## src/vitf_pkg.sv

```systemverilog
// Constants and types for the vectored interrupt and test flag controller.
// Assumes a single pclk domain and a 32-bit APB slave with byte addresses.
package vitf_pkg;

  // Source counts
  localparam int VITF_NSRC = 17;
  localparam int VITF_NPIN = 6;
  localparam int VITF_NP11 = 8;
  localparam int VITF_IDXW = 5;

  // APB register byte offsets
  localparam logic [7:0] VITF_OFF_REQ = 8'h00;
  localparam logic [7:0] VITF_OFF_MASK = 8'h04;
  localparam logic [7:0] VITF_OFF_PRIO = 8'h08;
  localparam logic [7:0] VITF_OFF_CTRL = 8'h0c;
  localparam logic [7:0] VITF_OFF_EDGE = 8'h10;
  localparam logic [7:0] VITF_OFF_TEST = 8'h14;
  localparam logic [7:0] VITF_OFF_VEC = 8'h18;

  // Field positions
  localparam int VITF_CTRL_GE = 0;
  localparam int VITF_CTRL_ISP = 1;
  localparam int VITF_CTRL_WDTRUN = 2;
  localparam int VITF_CTRL_NMIP = 3;
  localparam int VITF_CTRL_BRKP = 4;
  localparam int VITF_EDGE_RISE_LSB = 0;
  localparam int VITF_EDGE_FALL_LSB = 8;
  localparam int VITF_TEST_FLAG_LSB = 0;
  localparam int VITF_TEST_MASK_LSB = 8;
  localparam int VITF_VEC_PEND_BIT = 16;
  localparam int VITF_TEST_WATCH = 0;
  localparam int VITF_TEST_PORT11 = 1;

  // Reset values
  localparam logic [16:0] VITF_RST_REQ = 17'h00000;
  localparam logic [16:0] VITF_RST_MASK = 17'h1ffff;
  localparam logic [16:0] VITF_RST_PRIO = 17'h1ffff;
  localparam logic VITF_RST_GE = 1'b0;
  localparam logic VITF_RST_ISP = 1'b1;
  localparam logic VITF_RST_WDTRUN = 1'b0;
  localparam logic [5:0] VITF_RST_EDGE = 6'h00;
  localparam logic [1:0] VITF_RST_TMASK = 2'h3;

  // Maskable source indices, equal to default priority
  localparam int VITF_SRC_WDT = 0;
  localparam int VITF_SRC_PIN0 = 1;
  localparam int VITF_SRC_CSI0 = 7;
  localparam int VITF_SRC_SER = 8;
  localparam int VITF_SRC_SR = 9;
  localparam int VITF_SRC_ST = 10;
  localparam int VITF_SRC_TM3 = 11;
  localparam int VITF_SRC_TM00 = 12;
  localparam int VITF_SRC_TM01 = 13;
  localparam int VITF_SRC_TM1 = 14;
  localparam int VITF_SRC_TM2 = 15;
  localparam int VITF_SRC_AD = 16;

  // Vector addresses; table entry i belongs to default priority i
  localparam logic [15:0] VITF_VEC_NMI = 16'h0004;
  localparam logic [15:0] VITF_VEC_BRK = 16'h003e;
  localparam logic [VITF_NSRC-1:0][15:0] VITF_VEC_TABLE = {
    16'h0028, 16'h0026, 16'h0024, 16'h0022, 16'h0020, 16'h001e,
    16'h001c, 16'h001a, 16'h0018, 16'h0014, 16'h0010, 16'h000e,
    16'h000c, 16'h000a, 16'h0008, 16'h0006, 16'h0004};

  // Kind of request being presented to the core
  typedef enum logic [3:0] {
    VITF_G_NONE = 4'b0001,
    VITF_G_NMI = 4'b0010,
    VITF_G_BRK = 4'b0100,
    VITF_G_MASK = 4'b1000
  } vitf_grant_t;

endpackage : vitf_pkg

```

## src/vitf_edge_detect.sv

```systemverilog
// Pin synchroniser and selectable edge detector, one lane per bit.
// Assumes asynchronous pins; pulses are one pclk cycle wide.
`timescale 1ns/1ps
`default_nettype none
module vitf_edge_detect #(
  parameter int WIDTH = 6,
  parameter logic IDLE = 1'b0
) (
  input wire logic pclk,
  input wire logic presetn,
  input wire logic [WIDTH-1:0] pin,
  input wire logic [WIDTH-1:0] rise_en,
  input wire logic [WIDTH-1:0] fall_en,
  output logic [WIDTH-1:0] edge_pulse
);

  typedef struct packed {
    logic [WIDTH-1:0] s1;
    logic [WIDTH-1:0] s2;
    logic [WIDTH-1:0] prev;
    logic [WIDTH-1:0] pulse;
  } vitf_edge_t;

  vitf_edge_t st_reg;
  vitf_edge_t st_next;

  // Idle level at reset avoids a false edge on pulled-up pins
  always_comb
  begin
    st_next = st_reg;
    st_next.s1 = pin;
    st_next.s2 = st_reg.s1;
    st_next.prev = st_reg.s2;
    st_next.pulse = (st_reg.s2 & ~st_reg.prev & rise_en)
                  | (~st_reg.s2 & st_reg.prev & fall_en);
  end

  always_ff @(posedge pclk or negedge presetn)
  begin
    if (!presetn)
    begin
      st_reg <= '{s1: {WIDTH{IDLE}}, s2: {WIDTH{IDLE}}, prev: {WIDTH{IDLE}}, pulse: '0};
    end
    else
    begin
      st_reg <= st_next;
    end
  end

  assign edge_pulse = st_reg.pulse;

endmodule : vitf_edge_detect
`default_nettype wire

```

## src/vitf_ctrl.sv

```systemverilog
// Vectored interrupt controller with two non-vectored test flags.
// Assumes peripheral strobes on pclk, async pins, an APB master and a core ack.
`timescale 1ns/1ps
`default_nettype none
module vitf_ctrl (
  input wire logic pclk,
  input wire logic presetn,
  input wire logic [7:0] paddr,
  input wire logic psel,
  input wire logic penable,
  input wire logic pwrite,
  input wire logic [31:0] pwdata,
  output logic [31:0] prdata,
  output logic pready,
  output logic pslverr,
  input wire logic watchdog_overflow_req,
  input wire logic serial0_done_req,
  input wire logic async_rx_error_req,
  input wire logic async_rx_done_req,
  input wire logic serial2_threewire_done_req,
  input wire logic serial2_uart_mode,
  input wire logic async_tx_done_req,
  input wire logic watch_interval_req,
  input wire logic timer16_match_a_req,
  input wire logic timer16_match_b_req,
  input wire logic timer8_1_match_req,
  input wire logic timer8_2_match_req,
  input wire logic adc_done_req,
  input wire logic break_soft_req,
  input wire logic watch_overflow_test,
  input wire logic [vitf_pkg::VITF_NPIN-1:0] ext_pin,
  input wire logic [vitf_pkg::VITF_NP11-1:0] port_eleven_pins,
  input wire logic intr_ack,
  output logic intr_req,
  output logic intr_nmi,
  output logic [15:0] intr_vector,
  output logic [1:0] test_pending
);
  import vitf_pkg::*;

  typedef struct packed {
    logic [VITF_NSRC-1:0] req;
    logic [VITF_NSRC-1:0] mask;
    logic [VITF_NSRC-1:0] prio;
    logic ge;
    logic in_service_level_flag;
    logic wdt_run;
    logic nmi_pend;
    logic brk_pend;
    logic [1:0] tflag;
    logic [1:0] tmask;
    logic [1:0] tpend;
    logic [VITF_NPIN-1:0] rise_en;
    logic [VITF_NPIN-1:0] fall_en;
    logic irq;
    vitf_grant_t kind;
    logic [VITF_IDXW-1:0] gidx;
    logic [15:0] vector;
    logic [31:0] rdata;
    logic slverr;
    logic [VITF_NSRC-1:0] elig_q;
    logic [VITF_NSRC-1:0] prio_q;
  } vitf_state_t;

  localparam vitf_state_t VITF_STATE_RST = '{
    req: VITF_RST_REQ, mask: VITF_RST_MASK, prio: VITF_RST_PRIO,
    ge: VITF_RST_GE, in_service_level_flag: VITF_RST_ISP, wdt_run: VITF_RST_WDTRUN,
    nmi_pend: 1'b0, brk_pend: 1'b0, tflag: 2'h0, tmask: VITF_RST_TMASK,
    tpend: 2'h0, rise_en: VITF_RST_EDGE, fall_en: VITF_RST_EDGE,
    irq: 1'b0, kind: VITF_G_NONE, gidx: '0, vector: 16'h0000,
    rdata: 32'h00000000, slverr: 1'b0, elig_q: '0, prio_q: '0};
  vitf_state_t st_reg;
  vitf_state_t st_next;
  logic [VITF_NPIN-1:0] pin_edge;
  logic [VITF_NP11-1:0] p11_edge;
  logic [VITF_NSRC-1:0] src;
  logic [VITF_NSRC-1:0] elig;
  logic [VITF_IDXW:0] pick;
  logic apb_wr;
  logic apb_setup;
  logic ack_take;

  // Address decode for the error answer; the read mux decodes paddr in its own case
  function automatic logic vitf_is_mapped(input logic [7:0] addr);
    return (addr == VITF_OFF_REQ) || (addr == VITF_OFF_MASK) || (addr == VITF_OFF_PRIO)
       || (addr == VITF_OFF_CTRL) || (addr == VITF_OFF_EDGE) || (addr == VITF_OFF_TEST)
       || (addr == VITF_OFF_VEC);
  endfunction : vitf_is_mapped

  // High group alone if any is eligible, then lowest index wins the scan
  function automatic logic [VITF_IDXW:0] vitf_pick(
    input logic [VITF_NSRC-1:0] el,
    input logic [VITF_NSRC-1:0] pr
  );
    logic [VITF_IDXW:0] r;
    logic [VITF_NSRC-1:0] s;
    r = '0;
    s = (|(el & ~pr)) ? (el & ~pr) : el;
    for (int i = VITF_NSRC - 1; i >= 0; i--)
    begin
      if (s[i])
      begin
        r = {1'b1, VITF_IDXW'(i)};
      end
    end
    return r;
  endfunction : vitf_pick
  // External interrupt pins, edge chosen per pin by software
  vitf_edge_detect #(.WIDTH(VITF_NPIN), .IDLE(1'b0)) u_pin_edge (
    .pclk(pclk),
    .presetn(presetn),
    .pin(ext_pin),
    .rise_en(st_reg.rise_en),
    .fall_en(st_reg.fall_en),
    .edge_pulse(pin_edge)
  );
  // Port 11 pins idle high under pull-ups; only falls count
  vitf_edge_detect #(.WIDTH(VITF_NP11), .IDLE(1'b1)) u_p11_edge (
    .pclk(pclk),
    .presetn(presetn),
    .pin(port_eleven_pins),
    .rise_en({VITF_NP11{1'b0}}),
    .fall_en({VITF_NP11{1'b1}}),
    .edge_pulse(p11_edge)
  );

  // Source strobes gathered into the request vector
  always_comb
  begin
    src = '0;
    src[VITF_SRC_WDT] = watchdog_overflow_req & ~st_reg.wdt_run;
    src[VITF_SRC_PIN0 +: VITF_NPIN] = pin_edge;
    src[VITF_SRC_CSI0] = serial0_done_req;
    src[VITF_SRC_SER] = async_rx_error_req;
    src[VITF_SRC_SR] = serial2_uart_mode ? async_rx_done_req : serial2_threewire_done_req;
    src[VITF_SRC_ST] = async_tx_done_req;
    src[VITF_SRC_TM3] = watch_interval_req;
    src[VITF_SRC_TM00] = timer16_match_a_req;
    src[VITF_SRC_TM01] = timer16_match_b_req;
    src[VITF_SRC_TM1] = timer8_1_match_req;
    src[VITF_SRC_TM2] = timer8_2_match_req;
    src[VITF_SRC_AD] = adc_done_req;
  end

  // Eligibility gate; in-service low means a high-group handler runs
  assign elig = st_reg.req & ~st_reg.mask & {VITF_NSRC{st_reg.ge & st_reg.in_service_level_flag}};
  assign pick = vitf_pick(elig, st_reg.prio);
  assign apb_wr = psel & penable & pwrite;
  assign apb_setup = psel & ~penable;
  assign ack_take = intr_ack & st_reg.irq;

  // Next state: software, then acceptance, then hardware sets so sets win
  always_comb
  begin
    st_next = st_reg;
    if (apb_wr)
    begin
      case (paddr)
        VITF_OFF_REQ: st_next.req = st_reg.req & ~pwdata[VITF_NSRC-1:0];
        VITF_OFF_MASK: st_next.mask = pwdata[VITF_NSRC-1:0];
        VITF_OFF_PRIO: st_next.prio = pwdata[VITF_NSRC-1:0];
        VITF_OFF_CTRL:
        begin
          st_next.ge = pwdata[VITF_CTRL_GE];
          st_next.in_service_level_flag = pwdata[VITF_CTRL_ISP];
          st_next.wdt_run = pwdata[VITF_CTRL_WDTRUN];
        end
        VITF_OFF_EDGE:
        begin
          st_next.rise_en = pwdata[VITF_EDGE_RISE_LSB +: VITF_NPIN];
          st_next.fall_en = pwdata[VITF_EDGE_FALL_LSB +: VITF_NPIN];
        end
        VITF_OFF_TEST:
        begin
          st_next.tflag = st_reg.tflag & ~pwdata[VITF_TEST_FLAG_LSB +: 2];
          st_next.tmask = pwdata[VITF_TEST_MASK_LSB +: 2];
        end
        default: st_next.req = st_next.req;
      endcase
    end
    // Core took the presented vector: retire it, block further nesting
    if (ack_take)
    begin
      case (st_reg.kind)
        VITF_G_NMI:
        begin
          st_next.nmi_pend = 1'b0;
          st_next.ge = 1'b0;
        end
        VITF_G_BRK:
        begin
          st_next.brk_pend = 1'b0;
          st_next.ge = 1'b0;
        end
        VITF_G_MASK:
        begin
          st_next.req[st_reg.gidx] = 1'b0;
          st_next.ge = 1'b0;
          st_next.in_service_level_flag = st_reg.prio[st_reg.gidx];
        end
        default: st_next.ge = st_next.ge;
      endcase
    end
    // Hardware sets last, so a set in the clearing cycle survives
    st_next.req = st_next.req | src;
    st_next.nmi_pend = st_next.nmi_pend | (watchdog_overflow_req & st_reg.wdt_run);
    st_next.brk_pend = st_next.brk_pend | break_soft_req;
    st_next.tflag[VITF_TEST_WATCH] = st_next.tflag[VITF_TEST_WATCH] | watch_overflow_test;
    st_next.tflag[VITF_TEST_PORT11] = st_next.tflag[VITF_TEST_PORT11] | (|p11_edge);
    st_next.tpend = st_reg.tflag & ~st_reg.tmask;
    st_next.elig_q = elig;
    st_next.prio_q = st_reg.prio;
    // Pre-ack flags arbitrate, so an ack drops the stale request; NMI ungated
    if (st_reg.nmi_pend)
    begin
      st_next.irq = ~ack_take;
      st_next.kind = VITF_G_NMI;
      st_next.vector = VITF_VEC_NMI;
    end
    else if (st_reg.brk_pend)
    begin
      st_next.irq = ~ack_take;
      st_next.kind = VITF_G_BRK;
      st_next.vector = VITF_VEC_BRK;
    end
    else if (pick[VITF_IDXW])
    begin
      st_next.irq = ~ack_take;
      st_next.kind = VITF_G_MASK;
      st_next.gidx = pick[VITF_IDXW-1:0];
      st_next.vector = VITF_VEC_TABLE[pick[VITF_IDXW-1:0]];
    end
    else
    begin
      st_next.irq = 1'b0;
      st_next.kind = VITF_G_NONE;
    end
    // Read data and error settle in the setup cycle for a zero-wait access
    if (apb_setup)
    begin
      st_next.rdata = 32'h00000000;
      st_next.slverr = ~vitf_is_mapped(paddr);
      case (paddr)
        VITF_OFF_REQ: st_next.rdata[VITF_NSRC-1:0] = st_reg.req;
        VITF_OFF_MASK: st_next.rdata[VITF_NSRC-1:0] = st_reg.mask;
        VITF_OFF_PRIO: st_next.rdata[VITF_NSRC-1:0] = st_reg.prio;
        VITF_OFF_CTRL:
        begin
          st_next.rdata[VITF_CTRL_GE] = st_reg.ge;
          st_next.rdata[VITF_CTRL_ISP] = st_reg.in_service_level_flag;
          st_next.rdata[VITF_CTRL_WDTRUN] = st_reg.wdt_run;
          st_next.rdata[VITF_CTRL_NMIP] = st_reg.nmi_pend;
          st_next.rdata[VITF_CTRL_BRKP] = st_reg.brk_pend;
        end
        VITF_OFF_EDGE:
        begin
          st_next.rdata[VITF_EDGE_RISE_LSB +: VITF_NPIN] = st_reg.rise_en;
          st_next.rdata[VITF_EDGE_FALL_LSB +: VITF_NPIN] = st_reg.fall_en;
        end
        VITF_OFF_TEST:
        begin
          st_next.rdata[VITF_TEST_FLAG_LSB +: 2] = st_reg.tflag;
          st_next.rdata[VITF_TEST_MASK_LSB +: 2] = st_reg.tmask;
        end
        VITF_OFF_VEC:
        begin
          st_next.rdata[15:0] = st_reg.vector;
          st_next.rdata[VITF_VEC_PEND_BIT] = st_reg.irq;
        end
        default: st_next.rdata = 32'h00000000;
      endcase
    end
  end
  always_ff @(posedge pclk or negedge presetn)
  begin
    if (!presetn)
    begin
      st_reg <= VITF_STATE_RST;
    end
    else
    begin
      st_reg <= st_next;
    end
  end

  // Outputs; slave never inserts wait states
  assign pready = 1'b1;
  assign prdata = st_reg.rdata;
  assign pslverr = st_reg.slverr;
  assign intr_req = st_reg.irq;
  assign intr_nmi = st_reg.irq && (st_reg.kind == VITF_G_NMI);
  assign intr_vector = st_reg.vector;
  assign test_pending = st_reg.tpend;

  // Helper for the default order check: sources ranked above the winner
  logic [VITF_NSRC-1:0] above_mask;
  logic [VITF_NSRC-1:0] same_grp;
  assign above_mask = (VITF_NSRC'(1) << st_reg.gidx) - VITF_NSRC'(1);
  assign same_grp = ~(st_reg.prio_q ^ {VITF_NSRC{st_reg.prio_q[st_reg.gidx]}});
  a_nmi_vector: assert property (@(posedge pclk) disable iff (!presetn)
    intr_nmi |-> intr_vector == 16'h0004)
    else $error("non-maskable request shows wrong vector");
  a_nmi_ungated: assert property (@(posedge pclk) disable iff (!presetn)
    (st_reg.nmi_pend && !ack_take && !st_reg.ge) |=> intr_req && intr_nmi)
    else $error("non-maskable request not presented while disabled");
  a_wdt_interval: assert property (@(posedge pclk) disable iff (!presetn)
    (watchdog_overflow_req && !st_reg.wdt_run && !st_reg.nmi_pend) |=> st_reg.req[0] && !st_reg.nmi_pend)
    else $error("interval overflow did not set priority 0 request");
  a_pin_vector: assert property (@(posedge pclk) disable iff (!presetn)
    (intr_req && st_reg.kind == VITF_G_MASK && st_reg.gidx >= 5'd1 && st_reg.gidx <= 5'd6)
    |-> intr_vector == 16'h0006 + {10'h000, st_reg.gidx - 5'd1, 1'b0})
    else $error("pin request vector out of step");
  a_default_order: assert property (@(posedge pclk) disable iff (!presetn)
    (intr_req && st_reg.kind == VITF_G_MASK) |-> (st_reg.elig_q & above_mask & same_grp) == '0)
    else $error("higher default priority request was passed over");
  a_disabled_quiet: assert property (@(posedge pclk) disable iff (!presetn)
    (!st_reg.ge && !st_reg.nmi_pend && !st_reg.brk_pend) |=> !intr_req)
    else $error("maskable request presented while globally disabled");
  a_ack_retire: assert property (@(posedge pclk) disable iff (!presetn)
    (ack_take && st_reg.kind == VITF_G_MASK) |=> !intr_req && !st_reg.ge)
    else $error("accepted request not retired");
  a_shared_rx: assert property (@(posedge pclk) disable iff (!presetn)
    (serial2_uart_mode && async_rx_done_req) |=> st_reg.req[9])
    else $error("uart receive completion did not set shared request");
  a_port11_set: assert property (@(posedge pclk) disable iff (!presetn)
    (|p11_edge) |=> st_reg.tflag[1] ##1 (test_pending[1] || st_reg.tmask[1] || !st_reg.tflag[1]))
    else $error("port 11 fall did not set test flag");
  a_test_sticky: assert property (@(posedge pclk) disable iff (!presetn)
    (st_reg.tflag[0] && !(apb_wr && paddr == VITF_OFF_TEST && pwdata[VITF_TEST_WATCH]))
    |=> st_reg.tflag[0])
    else $error("watch test flag dropped without software clear");
  c_nmi_taken: cover property (@(posedge pclk) disable iff (!presetn)
    intr_nmi && intr_ack);
  c_mask_taken: cover property (@(posedge pclk) disable iff (!presetn)
    intr_req && st_reg.kind == VITF_G_MASK && intr_ack);
  c_brk_taken: cover property (@(posedge pclk) disable iff (!presetn)
    intr_req && st_reg.kind == VITF_G_BRK && intr_ack);
  c_port11_seen: cover property (@(posedge pclk) disable iff (!presetn)
    test_pending[1]);

endmodule : vitf_ctrl
`default_nettype wire

```

## config.mk

```make
export PLATFORM = sky130hd
export DESIGN_NAME = vitf_ctrl
export DESIGN_NICKNAME = d
export VERILOG_FILES = /design/src/vitf_pkg.sv /design/src/vitf_edge_detect.sv /design/src/vitf_ctrl.sv
export SDC_FILE = /design/constraint.sdc
export NUM_CORES = 1
export LEC_CHECK = 0
export BUFFER_PORTS_ARGS = -buffer_cell sky130_fd_sc_hd__buf_4
export CAP_MARGIN = 20
export CORE_MARGIN = 5
export CORE_UTILIZATION = 57
export CTS_CLUSTER_DIAMETER = 100
export DETAILED_ROUTE_END_ITERATION = 8
export MAX_ROUTING_LAYER = met4
export PLACE_DENSITY = 0.8
export SETUP_SLACK_MARGIN = 0.3
export SYNTH_ARGS = -nofsm -noshare
export SYNTH_HDL_FRONTEND = slang
export SYNTH_HIERARCHICAL = 1
export SYNTH_SLANG_ARGS = --single-unit
```

## constraint.sdc

```tcl
create_clock -name pclk -period 3.7 [get_ports pclk]
set_clock_uncertainty 0.1 [all_clocks]
set_input_delay 0.185 -clock pclk [delete_from_list [all_inputs] [get_ports pclk]]
set_output_delay 0.185 -clock pclk [all_outputs]
set_load 0.005 [all_outputs]
```

==> results.py <==
metrics = {
    "placement": {
        "portBuffers": 86,
        "dp_slack_ps": 309.0,
        "hpwl_mm": 17.58,
        "place_area_mm2": 0.008805,
        "place_congestion": 1.024,
    },
    "drt": {
        "wire_per_inst_um": 22.78,
        "met3WireLength_mm": 2.049,
        "drc": 0,
        "drt-total-wl_mm": 24.67,
        "wl_met2_mm": 11.75,
        "vias_per_cell": 5.991,
        "ant_nets": 0,
        "highest_layer": "met4",
        "first_iter_violations": 587,
        "m1WireLength_mm": 10.00,
        "dr.pass1.iters": 8,
        "num_vias": 6488,
    },
    "power": {
        "power_density_mw_per_mm2": 414.7,
        "leakage_nw": 4.398,
        "ir_worst_vdd_v": 0.0003190,
    },
    "global_route": {
        "grt_pass1_wl_mm": 38.20,
        "grt_pass1_vias": 6677,
        "grt_usage": 0.3171,
        "antenna_found_initial": 0,
        "grt_remaining_overflow": 0,
        "grt_max_degree": 98,
    },
    "finish": {
        "largest_register_ffs": 64,
        "diodes": 0,
        "layout.nets": 966,
        "final_core_utilization": 0.7207,
        "drive_gt1_frac": 0.3632,
        "layout_commonest_cell": "buf_4",
        "final_area_mm2": 0.01000,
        "areaGrowthSynthToFinish_pct": 24.22,
        "final_cell_mix": "128 x buf_4, 101 x dfrtp_1, 96 x nand2_1",
    },
    "sta": {
        "setup_viol": 0,
        "fmax_ghz": 0.3016,
        "setup_slack_ps": 384.9,
        "fin_setup_tns_ps": 0,
        "slew_viol_final": 0,
        "layout_min_cycle_time_ps": 3315,
        "hold_violations": 0,
        "tightest_slew_ps": 880.1,
        "fin_crit_sh": 0.8960,
        "slew_headroom": 0.4133,
        "rsz0062_at_grt": "false",
        "hold_slack_ps": 75.16,
    },
    "clocking": {
        "htree_levels": 4,
        "clk_latency_ps": 430,
        "cts.sinks": 163,
        "cts_buffers": 17,
        "cts_buffer_depth": 2,
        "cts_root_buf": "clkbuf_16",
        "clkTransAtPathRegs_ps": 70,
        "cts_tree": "built",
    },
    "setup_path": {
        "cp_max_fo": 5,
        "crit_type": "reg2reg",
        "critPathCaptureType": "register",
        "start_kind": "register",
        "critPathRequiredTime_ps": 3910,
        "cp.arrival_ps": 3530,
    },
    "yosys": {
        "avgSynthCellArea_um2": 10.90,
        "syn_area_mm2": 0.008053,
        "ys_seq_area_frac": 0.5162,
        "ys_ff_latch": 163,
        "syn_inst": 739,
        "ys.warnings.count": 6,
        "synth_top_flop_cell": "dfrtp_1",
        "synthArstFlopShare": 1.000,
        "synth_edf_count": 0,
        "yosysUniqueCellTypes": 69,
    },
    "floorplanning": {
        "io_pins": 129,
        "die_w_um": 128.9,
        "core_area_mm2": 0.01388,
        "dieArea_mm2": 0.01660,
        "rows": 43,
        "die_h_um": 128.9,
        "initial_core_util": 0.5801,
    },
    "job": {
        "drv_cap": 0,
    },
    "min_path": {
        "hold_path.class": "in2reg",
    },
    "run_status": {
        "outcome": "finished clean",
    },
}
## kinds of logic after synthesis
logic type,count (synthesis),synth area share
AND/OR/NAND/NOR,238,0.1532
adder cells (fa/ha/maj),1,0.001554
multiplexers,67,0.09789
buffers and inverters,102,0.07971
AO/OA/AOI/OAI,166,0.1506
flip-flops,163,0.5162
other,2,0.0009326
## worst max-delay path: stages (launching register included)
cell     delay (ps)
dfstp_2         570
nor3b_1          90
or4_4           580
or4_1           550
o22ai_2         220
buf_4           160
a21o_1           90
o21ai_0          90
or4b_4          510
a32o_1          250
## layout make-up
| class | instances | area, µm² |
|---|---|---|
| multi-input combinational | 515 | 3423 |
| timing repair buffer | 185 | 1543 |
| sequential | 163 | 4156 |
| fill | 977 | 3877 |
| clock inverter | 14 | 186.4 |
| tap | 180 | 225.2 |
| clock buffer | 18 | 439.2 |
| inverter | 8 | 30.03 |
## Yosys cell counts (7+ instances only)
| master | n | share of area |
|---|---|---|
| dfrtp_1 | 101 | 0.31 |
| nand2_1 | 96 | 0.045 |
| buf_4 | 67 | 0.062 |
| dfstp_2 | 62 | 0.20 |
| mux2_2 | 53 | 0.074 |
| nor2_1 | 36 | 0.017 |
| o21ai_0 | 33 | 0.021 |
| clkbuf_1 | 24 | 0.011 |
| a21oi_1 | 23 | 0.014 |
| nand3b_1 | 17 | 0.016 |
| a31o_2 | 16 | 0.017 |
| a22oi_1 | 15 | 0.014 |
| nor3b_1 | 15 | 0.014 |
| o21ai_2 | 14 | 0.015 |
| nand2b_1 | 11 | 0.0085 |
| and2_1 | 9 | 0.0070 |
| mux2i_1 | 9 | 0.011 |
| nor3_1 | 9 | 0.0056 |
| and3_1 | 8 | 0.0062 |
| inv_1 | 8 | 0.0037 |
| a222oi_1 | 7 | 0.0087 |
| nor4_1 | 7 | 0.0054 |
## power by group
part	internal (mW)	switching [mW]	total, mW
Combinational	0.168	0.171	0.339
Clock	1.05	0.807	1.86
Sequential	1.88	0.0752	1.95
Total	3.09	1.05	4.15
## worst paths after layout
| check | startpoint | to | slack [ps] | cells past startpoint |
|---|---|---|---|---|
| max | st_next[10] | intr_vector[1] | 380 | 9 |
| min | penable | prdata[8] | 80 | 4 |
| max reg2reg | st_next[10] | intr_vector[1] | 380 | 9 |
| min reg2reg | u_pin_edge/st_next[12] | u_pin_edge/st_next[6] | 250 | 0 |
| max in group asynchronous | presetn | u_p11_edge/st_next[23] | 2300 | 3 |
| min in group asynchronous | presetn | prdata[5] | 320 | 2 |
## metrics by stage
stage	instances	power, mW
2_1_floorplan	780	2.128
3_3_place_gp	995	2.258
3_5_place_dp	995	2.273
4_1_cts	1082	4.147
5_1_grt	1083	4.288
6_report	1083	4.148
## repair_timing
| action | CTS | global route |
|---|---|---|
| hold endpoints to repair | 142 | 0 |
| hold buffers | 55 | 0 |
| buffers inserted | 0 | 1 |
| pin swaps | 0 | 1 |
| gates resized for setup | 1 | 1 |
| setup endpoints to repair | 2 | 3 |
## metal layers
metal / track usage / vias up
li1: - / 2859
met1: 0.4104 / 3196
met2: 0.4930 / 368
met3: 0.06351 / 65
met4: 0.1272 / 0
met5: - / -
(Power assumes the default switching activity.)
